File: config.mk
export PLATFORM = sky130hd
export DESIGN_NAME = tcbe_core
export DESIGN_NICKNAME = d
export VERILOG_FILES = /design/src/inc/tcbe_pkg.sv /design/src/hdl/tcbe_bit_buf.sv /design/src/hdl/tcbe_core.sv
export SDC_FILE = /design/constraint.sdc
export NUM_CORES = 1
export LEC_CHECK = 0
export BUFFER_PORTS_ARGS = -buffer_cell sky130_fd_sc_hd__buf_2
export CELL_PAD_IN_SITES_DETAIL_PLACEMENT = 2
export CELL_PAD_IN_SITES_GLOBAL_PLACEMENT = 2
export CORE_MARGIN = 5
export CORE_UTILIZATION = 38
export CTS_CLUSTER_SIZE = 24
export DETAILED_ROUTE_END_ITERATION = 12
export PLACE_DENSITY_LB_ADDON = 0.1
export SKIP_CTS_REPAIR_TIMING = 1
export SYNTH_ARGS = -nofsm -noshare
export SYNTH_HDL_FRONTEND = slang
export SYNTH_HIERARCHICAL = 1
export SYNTH_SLANG_ARGS = --single-unit
File: constraint.sdc
create_clock -name core_clk -period 31.4 [get_ports core_clk]
set_input_delay 4.71 -clock core_clk [delete_from_list [all_inputs] [get_ports core_clk]]
set_output_delay 4.71 -clock core_clk [all_outputs]
set_load 0.03 [all_outputs]
File: src/inc/tcbe_pkg.sv
package tcbe_pkg;
  localparam int          CLK_HZ          = 25000000;
  localparam int          HALF_BIT_NS     = 7000;
  localparam int          HALF_BIT_CYC    = (HALF_BIT_NS * (CLK_HZ / 1000000)) / 1000;
  localparam logic [15:0] CRC_PRESET      = 16'hFFFF;
  localparam logic [15:0] CRC_POLY        = 16'h1021;
  localparam logic [15:0] CRC_RESIDUE_OK  = 16'h0000;
  localparam int          TSF_BIT         = 30;
  localparam int          BRE_BIT         = 31;
  localparam int          BLK_CFG         = 0;
  localparam int          BLK_ID          = 1;
  localparam int          BLK_WP          = 2;
  localparam int          BLK_FIELD0      = 3;
  localparam int          NUM_BLOCKS      = 16;
  localparam int          BULK_MAX_BITS   = 160;
  localparam int          BULK_DEF_BITS   = 96;
  localparam int          BLK_BITS        = 32;
  localparam int          CRC_BITS        = 16;

  typedef enum logic [1:0]
  {
    TCBE_CMD_READ  = 2'h0,
    TCBE_CMD_WRITE = 2'h1,
    TCBE_CMD_BULK  = 2'h2,
    TCBE_CMD_NONE  = 2'h3
  } tcbe_cmd_e;

  typedef struct packed
  {
    tcbe_cmd_e   cmd;
    logic [3:0]  blk;
    logic [31:0] data;
    logic [15:0] crc;
  } tcbe_req_s;

  typedef struct packed
  {
    logic        bit_val;
    logic        last;
  } tcbe_bit_s;
endpackage

File: src/hdl/tcbe_bit_buf.sv
`timescale 1ns/1ps
// two-entry skid buffer: a stalled encoder loses no bit
module tcbe_bit_buf #(
  parameter int W = 2
) (
  input  wire logic         core_clk,
  input  wire logic         rst,
  input  wire logic         in_valid,
  output logic              in_ready,
  input  wire logic [W-1:0] in_data,
  output logic              out_valid,
  input  wire logic         out_ready,
  output logic [W-1:0]      out_data
);
  logic [W-1:0] mem_reg [0:1];
  logic         wr_ptr_reg;
  logic         rd_ptr_reg;
  logic [1:0]   count_reg;
  wire          push = in_valid && in_ready;
  wire          pop  = out_valid && out_ready;

  assign in_ready  = (count_reg != 2'h2);
  assign out_valid = (count_reg != 2'h0);
  assign out_data  = mem_reg[rd_ptr_reg];

  always_ff @(posedge core_clk or posedge rst)
  begin
    if (rst)
    begin
      mem_reg[0] <= '0;
      mem_reg[1] <= '0;
      wr_ptr_reg <= 1'b0;
      rd_ptr_reg <= 1'b0;
      count_reg  <= 2'h0;
    end
    else
    begin
      if (push)
      begin
        mem_reg[wr_ptr_reg] <= in_data;
        wr_ptr_reg          <= ~wr_ptr_reg;
      end
      if (pop)
        rd_ptr_reg <= ~rd_ptr_reg;
      count_reg <= count_reg + {1'b0, push} - {1'b0, pop};
    end
  end
endmodule

File: src/hdl/tcbe_core.sv
`timescale 1ns/1ps
module tcbe_core #(
  parameter int HALF_CYC  = tcbe_pkg::HALF_BIT_CYC,
  parameter int BULK_BITS = tcbe_pkg::BULK_DEF_BITS
) (
  input  wire logic        core_clk,
  input  wire logic        sys_rst,
  input  wire logic        supply_good,
  input  wire logic        sym_valid,
  input  wire logic [3:0]  sym_data,
  input  wire logic        sym_last,
  input  wire logic        req_valid,
  input  wire tcbe_pkg::tcbe_req_s req,
  output logic             req_ready,
  input  wire logic        nvm_done,
  output logic             nvm_wr,
  output logic [3:0]       nvm_blk,
  output logic [31:0]      nvm_wdata,
  output logic [15:0]      nvm_wcrc,
  input  wire logic [31:0] blk_data,
  input  wire logic [15:0] blk_crc,
  output logic [3:0]       rd_blk,
  output logic             cmd_crc_ok,
  output logic             cmd_dropped,
  output logic [3:0]       cmd_sym,
  output logic             cmd_sym_valid,
  output logic             mod_on,
  output logic             tx_busy,
  output logic             tsf_mode,
  output logic             bulk_en
);
  // power-good is asynchronous to the core: two flops then gate reset
  logic       pg_s1_reg;
  logic       pg_s2_reg;
  logic       rst;
  always_ff @(posedge core_clk or posedge sys_rst)
  begin
    if (sys_rst)
    begin
      pg_s1_reg <= 1'b0;
      pg_s2_reg <= 1'b0;
    end
    else
    begin
      pg_s1_reg <= supply_good;
      pg_s2_reg <= pg_s1_reg;
    end
  end
  assign rst = sys_rst || !pg_s2_reg;

  // crc step over one bit, msb first
  function automatic logic [15:0] crc_bit(input logic [15:0] c, input logic b);
    crc_bit = {c[14:0], 1'b0} ^ ((c[15] ^ b) ? tcbe_pkg::CRC_POLY : 16'h0000);
  endfunction

  // incoming symbols fan out to the decoder and the checker
  logic [15:0] rx_crc_reg;
  logic [15:0] rx_crc_next;
  logic        rx_done_reg;
  logic        rx_ok_reg;
  always_comb
  begin
    rx_crc_next = rx_crc_reg;
    for (int i = 3; i >= 0; i--)
      rx_crc_next = crc_bit(rx_crc_next, sym_data[i]);
  end
  assign cmd_sym       = sym_data;
  assign cmd_sym_valid = sym_valid;
  always_ff @(posedge core_clk or posedge rst)
  begin
    if (rst)
    begin
      rx_crc_reg  <= tcbe_pkg::CRC_PRESET;
      rx_done_reg <= 1'b0;
      rx_ok_reg   <= 1'b0;
    end
    else if (sym_valid)
    begin
      rx_crc_reg  <= sym_last ? tcbe_pkg::CRC_PRESET : rx_crc_next;
      rx_done_reg <= sym_last;
      rx_ok_reg   <= (rx_crc_next == tcbe_pkg::CRC_RESIDUE_OK);
    end
    else
      rx_done_reg <= 1'b0;
  end
  assign cmd_crc_ok = rx_ok_reg;

  typedef enum logic [2:0]
  {
    ST_IDLE  = 3'h0,
    ST_WRITE = 3'h1,
    ST_LOAD  = 3'h2,
    ST_CALC  = 3'h3,
    ST_SEND  = 3'h4,
    ST_WAIT  = 3'h5
  } tcbe_st_e;

  tcbe_st_e           st_reg;
  tcbe_pkg::tcbe_req_s cur_reg;
  logic               ok_latch_reg;
  logic               tsf_reg;
  logic               bre_reg;
  logic [31:0]        wp_reg;
  logic [31:0]        cfg_reg;
  logic [191:0]       shreg_reg;
  logic [7:0]         bits_left_reg;
  logic [5:0]         calc_cnt_reg;
  logic [15:0]        computed_check_value_reg;
  logic [1:0]         bulk_idx_reg;
  logic               drop_reg;

  // latch the check verdict until the request arrives
  always_ff @(posedge core_clk or posedge rst)
  begin
    if (rst)
      ok_latch_reg <= 1'b0;
    else if (rx_done_reg)
      ok_latch_reg <= rx_ok_reg;
    else if (req_valid && req_ready)
      ok_latch_reg <= 1'b0;
  end

  // no request is taken while the core is still held in reset
  assign req_ready = (st_reg == ST_IDLE) && pg_s2_reg;
  wire accept   = req_valid && req_ready;
  wire good     = ok_latch_reg || rx_done_reg && rx_ok_reg;
  wire is_wr    = req.cmd == tcbe_pkg::TCBE_CMD_WRITE;

  // masked write data: protection block only gains bits
  logic [31:0] wmask;
  logic [31:0] wdata_eff;
  assign wmask = (req.blk == 4'(tcbe_pkg::BLK_CFG)) && (wp_reg[tcbe_pkg::BLK_CFG] == 1'b1) ?
                 ((32'h1 << tcbe_pkg::TSF_BIT) | (32'h1 << tcbe_pkg::BRE_BIT)) :
                 32'hFFFFFFFF;
  assign wdata_eff = (req.blk == 4'(tcbe_pkg::BLK_WP)) ? (req.data | wp_reg) :
                     ((req.data & wmask) | (cfg_reg & ~wmask));

  wire send_fresh = (cur_reg.blk == 4'(tcbe_pkg::BLK_CFG)) ||
                    (cur_reg.blk == 4'(tcbe_pkg::BLK_WP));

  // outgoing bit stream feeds the buffer
  tcbe_pkg::tcbe_bit_s src_bit;
  logic                src_valid;
  logic                src_ready;
  tcbe_pkg::tcbe_bit_s enc_bit;
  logic                enc_valid;
  logic                enc_ready;
  assign src_bit.bit_val = shreg_reg[191];
  assign src_bit.last    = (bits_left_reg == 8'h01);
  assign src_valid       = (st_reg == ST_SEND);

  always_ff @(posedge core_clk or posedge rst)
  begin
    if (rst)
    begin
      st_reg        <= ST_IDLE;
      cur_reg       <= '0;
      tsf_reg       <= 1'b0;
      bre_reg       <= 1'b0;
      wp_reg        <= 32'h0;
      cfg_reg       <= 32'h0;
      shreg_reg     <= '0;
      bits_left_reg <= 8'h00;
      calc_cnt_reg  <= 6'h00;
      computed_check_value_reg      <= tcbe_pkg::CRC_PRESET;
      bulk_idx_reg  <= 2'h0;
      drop_reg      <= 1'b0;
    end
    else
    begin
      drop_reg <= 1'b0;
      case (st_reg)
        ST_IDLE:
          if (accept)
          begin
            cur_reg <= req;
            if (req.cmd == tcbe_pkg::TCBE_CMD_BULK)
            begin
              bulk_idx_reg <= 2'h0;
              st_reg       <= ST_LOAD;
            end
            else if (!is_wr)
              st_reg <= ST_LOAD;
            else if (!good)
              drop_reg <= 1'b1;
            else
            begin
              cur_reg.data <= wdata_eff;
              st_reg       <= ST_WRITE;
              if (req.blk == 4'(tcbe_pkg::BLK_WP))
                wp_reg <= wdata_eff;
              if (req.blk == 4'(tcbe_pkg::BLK_CFG))
              begin
                cfg_reg <= wdata_eff;
                tsf_reg <= wdata_eff[tcbe_pkg::TSF_BIT];
                bre_reg <= wdata_eff[tcbe_pkg::BRE_BIT];
              end
            end
          end
        ST_WRITE:
          if (nvm_done)
            st_reg <= ST_LOAD;
        ST_LOAD:
          if (cur_reg.cmd == tcbe_pkg::TCBE_CMD_BULK)
          begin
            // id, field blocks, then block0 low half as the check field
            shreg_reg     <= {shreg_reg[159:0], blk_data};
            bulk_idx_reg  <= bulk_idx_reg + 2'h1;
            if (bulk_idx_reg == 2'h3)
            begin
              shreg_reg     <= {shreg_reg[159:0], blk_data} << (192 - 128);
              bits_left_reg <= 8'(BULK_BITS);
              st_reg        <= ST_WAIT;
            end
          end
          else if (send_fresh)
          begin
            shreg_reg    <= {blk_data, 160'h0};
            computed_check_value_reg     <= tcbe_pkg::CRC_PRESET;
            calc_cnt_reg <= 6'h00;
            st_reg       <= ST_CALC;
          end
          else
          begin
            shreg_reg     <= {blk_data, blk_crc, 144'h0};
            bits_left_reg <= 8'(tcbe_pkg::BLK_BITS + tcbe_pkg::CRC_BITS);
            st_reg        <= ST_SEND;
          end
        ST_WAIT:
        begin
          // the check slot is overwritten, not merged with field bits
          shreg_reg <= (shreg_reg & ~({176'h0, 16'hFFFF} << (192 - BULK_BITS))) |
                       ({176'h0, blk_data[15:0]} << (192 - BULK_BITS));
          st_reg    <= ST_SEND;
        end
        ST_CALC:
        begin
          computed_check_value_reg     <= crc_bit(computed_check_value_reg, shreg_reg[191 - 32'(calc_cnt_reg)]);
          calc_cnt_reg <= calc_cnt_reg + 6'h01;
          if (calc_cnt_reg == 6'(tcbe_pkg::BLK_BITS - 1))
          begin
            shreg_reg[159:144] <= crc_bit(computed_check_value_reg, shreg_reg[160]);
            bits_left_reg      <= 8'(tcbe_pkg::BLK_BITS + tcbe_pkg::CRC_BITS);
            st_reg             <= ST_SEND;
          end
        end
        ST_SEND:
          if (src_ready)
          begin
            shreg_reg     <= {shreg_reg[190:0], 1'b0};
            bits_left_reg <= bits_left_reg - 8'h01;
            if (bits_left_reg == 8'h01)
              st_reg <= ST_IDLE;
          end
        default:
          st_reg <= ST_IDLE;
      endcase
    end
  end

  // block read address per phase
  logic [3:0] bulk_blk;
  assign bulk_blk = (bulk_idx_reg == 2'h0) ? 4'(tcbe_pkg::BLK_ID) :
                    4'(tcbe_pkg::BLK_FIELD0) + {2'h0, bulk_idx_reg} - 4'h1;
  assign rd_blk = (st_reg == ST_WAIT) ? 4'(tcbe_pkg::BLK_CFG) :
                  (cur_reg.cmd == tcbe_pkg::TCBE_CMD_BULK) ? bulk_blk : cur_reg.blk;

  assign nvm_wr      = (st_reg == ST_WRITE);
  assign nvm_blk     = cur_reg.blk;
  assign nvm_wdata   = cur_reg.data;
  assign nvm_wcrc    = cur_reg.crc;
  assign cmd_dropped = drop_reg;
  assign tsf_mode    = tsf_reg;
  assign bulk_en     = bre_reg;

  tcbe_bit_buf #(
    .W (2)
  ) u_buf (
    .core_clk  (core_clk),
    .rst       (rst),
    .in_valid  (src_valid),
    .in_ready  (src_ready),
    .in_data   (src_bit),
    .out_valid (enc_valid),
    .out_ready (enc_ready),
    .out_data  (enc_bit)
  );

  // biphase encoder: half 0 cloaks for a zero, half 1 cloaks for a one
  logic        enc_act_reg;
  logic        enc_val_reg;
  logic        enc_half_reg;
  logic [15:0] enc_cnt_reg;
  logic        mod_reg;
  wire         half_end = (enc_cnt_reg == 16'(HALF_CYC - 1));
  assign enc_ready = !enc_act_reg || (enc_half_reg && half_end);
  always_ff @(posedge core_clk or posedge rst)
  begin
    if (rst)
    begin
      enc_act_reg  <= 1'b0;
      enc_val_reg  <= 1'b0;
      enc_half_reg <= 1'b0;
      enc_cnt_reg  <= 16'h0000;
      mod_reg      <= 1'b0;
    end
    else if (enc_ready && enc_valid)
    begin
      enc_act_reg  <= 1'b1;
      enc_val_reg  <= enc_bit.bit_val;
      enc_half_reg <= 1'b0;
      enc_cnt_reg  <= 16'h0000;
      mod_reg      <= !enc_bit.bit_val;
    end
    else if (enc_act_reg)
    begin
      enc_cnt_reg <= half_end ? 16'h0000 : enc_cnt_reg + 16'h0001;
      if (half_end && !enc_half_reg)
      begin
        enc_half_reg <= 1'b1;
        mod_reg      <= enc_val_reg;
      end
      else if (half_end)
      begin
        enc_act_reg <= 1'b0;
        mod_reg     <= 1'b0;
      end
    end
  end
  assign mod_on  = mod_reg;
  assign tx_busy = enc_act_reg || enc_valid || (st_reg != ST_IDLE);
endmodule

==> impl_results.md <==
* Outcome: finished clean
* Initial core utilization at 0.385
* Power density over the cells at 88.7 nW/µm²
* Tmin final at approximately 10 ns
* Util after Layout at 0.434
* Avg Cell Area, Syn at 9.25 µm²
* Max Freq at a little under 100 MHz
* Fin crit share at 0.320
* Pins Over Slew Limit at 0
* Max incr delay on CP at ~0.36 ns
* Final hold slack at ~0.35 ns
* Yosys warns at 6
* Core Region at about 54000 µm²
* CTS Root Cell: clkbuf_16
* CTS Sinks at between 300 and 400
* Layout fillers at about 5800
* RSZ-0062 raised after global routing: false
* Final Wtd Congestion at 0.771
* Mapped Cells at ~2300
* Maxcap violations at 0
* Setup TNS at 0 ns
* CP bufs+invs at 2
* Total number of vias at around 18000
* Iter 0 DRT Violations at just over 1000
* Total Power at around 0.0021 W
* Buffers on Ports at 181
* Vias in the first global route at approximately 20000
* Clock buffer depth at 3
* Post-DRT Antenna Nets at 0
* Worst path required time at between 20 and 30 ns
* First-pass iteration count of the detailed router at 5
* Critical path's slowest cell: buf_2
* Chip Height at approximately 240 µm
* CP Depth at 2
* Layout cell share with drive strength beyond 1 at 0.157
* Register area at 9870 µm²
* Peak supply drop at about 0.000066 V
* Setup Skew at between 0.015 and 0.02 ns
* CTS H-tree depth at 2
* Reg2Reg Depth at 10
* Crit start category: input pin
* Worst-path fanout max at 26
* Die Wd at around 240 µm
* # DRC at 0
* Clock transition at path regs at roughly 0.06 ns
* Hold Path Cell Cnt at 0
* Synthesized Nets at 2382
* Hold Path Class: reg -> reg
* Crit end category: output pin
* Die ar. at ~60000 µm²
* Avg WL per Cell at between 20 and 25 µm
* WS Path Type: in -> out
* Final wirelength at slightly below 70 mm
* Clk_lat worst skew at roughly 0.59 ns
* CP top delay family: buffers and inverters
* Setup violations, final at 0
* Largest net degree at the start of global routing at a little under 200
* Global-route wire length before repair at roughly 110 mm
* Leakage power at between 9 and 10 nW
* Post-layout nets at between 2000 and 2500
* Total CTS buffers at 48
* Cell area after synthesis at ~21000 µm²
* Least-Margin Pin Slew at around 1.2 ns
* Fin. Hold Viols at 0
* Footprint of the multi-input gates at 9860 µm²
* # rows at 85
* IO Pins at between 150 and 200
* Initial antenna violation count at 13
* Tot GR Track Use at 0.229
* Overflow after GRT at 0
* Vias per cell at 5.85
* Critical path, cell by cell: buf_2 -> buf_2
* Max FFs per register at between 150 and 200
* CTS tree: yes
* Area Overhead vs Synth at 12.6%
* CP Data Arrival Time at 5.35 ns
* Final HPWL DP at around 44 mm
* Slew headroom at 0.225
* CP most frequent cell: buf_2
## power by group
part / total (W) / leakage [nW] / switching, W / internal [W]
sequential: 0.000772 / 5.17 / 0.000133 / 0.000639
combinational: 0.000740 / 3.91 / 0.000500 / 0.000239
clock: 0.000573 / 0.791 / 0.000226 / 0.000347
## placed cells by master, fill, tap and decap left out, drive strengths merged, types with 13 or more instances in the layout
| cell type | n |
|---|---|
| a211oi | 34 |
| a21o | 43 |
| a21oi | 229 |
| a221oi | 23 |
| a22o | 13 |
| a22oi | 72 |
| buf | 212 |
| clkbuf | 79 |
| dfrtp | 361 |
| dfstp | 32 |
| ha | 13 |
| inv | 28 |
| mux2 | 26 |
| mux2i | 154 |
| nand2 | 264 |
| nand3 | 16 |
| nor2 | 216 |
| nor3 | 17 |
| o21ai | 262 |
| o22a | 15 |
| o2bb2ai | 23 |
| xnor2 | 13 |
| xor2 | 24 |
## metrics by stage
| stage | instance area [µm²] | instances | worst slack, ns |
|---|---|---|---|
| after floorplan | 20900 | 2256 | 2.13 |
| after global placement | 21900 | 2930 | 21.35 |
| after detailed placement | 21900 | 2930 | 21.33 |
| after CTS | 23500 | 3020 | 21.33 |
| after global routing | 23500 | 3022 | 21.29 |
| final | 23500 | 3026 | 21.34 |
## layer usage
metal / part of all wire / track usage / vias up
met4: 0.020 / 0.0539 / 14
met3: 0.036 / 0.0392 / 92
met5: 0.0014 / 0 / -
met2: 0.49 / 0.393 / 232
met1: 0.45 / 0.303 / 9265
li1: - / - / 8110
## layout make-up
cell class / count / share of cell area
sequential: 393 / 0.420
multi-input combinational: 1603 / 0.420
clock buffer: 79 / 0.0617
timing repair buffer: 212 / 0.0495
tap: 696 / 0.0371
clock inverter: 11 / 0.00692
inverter: 26 / 0.00415
antenna: 6 / 0.000639
## path summary, 6_finish.rpt
check                          start              to  slack, ns
setup reg to reg           st_reg[1]  shreg_reg[118]      26.66
hold reg to reg            pg_s1_reg       pg_s2_reg       0.35
min in group asynchronous  pg_s2_reg      nvm_blk[2]       0.67
setup / recovery           sym_valid   cmd_sym_valid      21.34
hold / removal             pg_s1_reg       pg_s2_reg       0.35
max in group asynchronous    sys_rst    nvm_wdata[4]      25.31
Power figures use the tool's default switching activity.
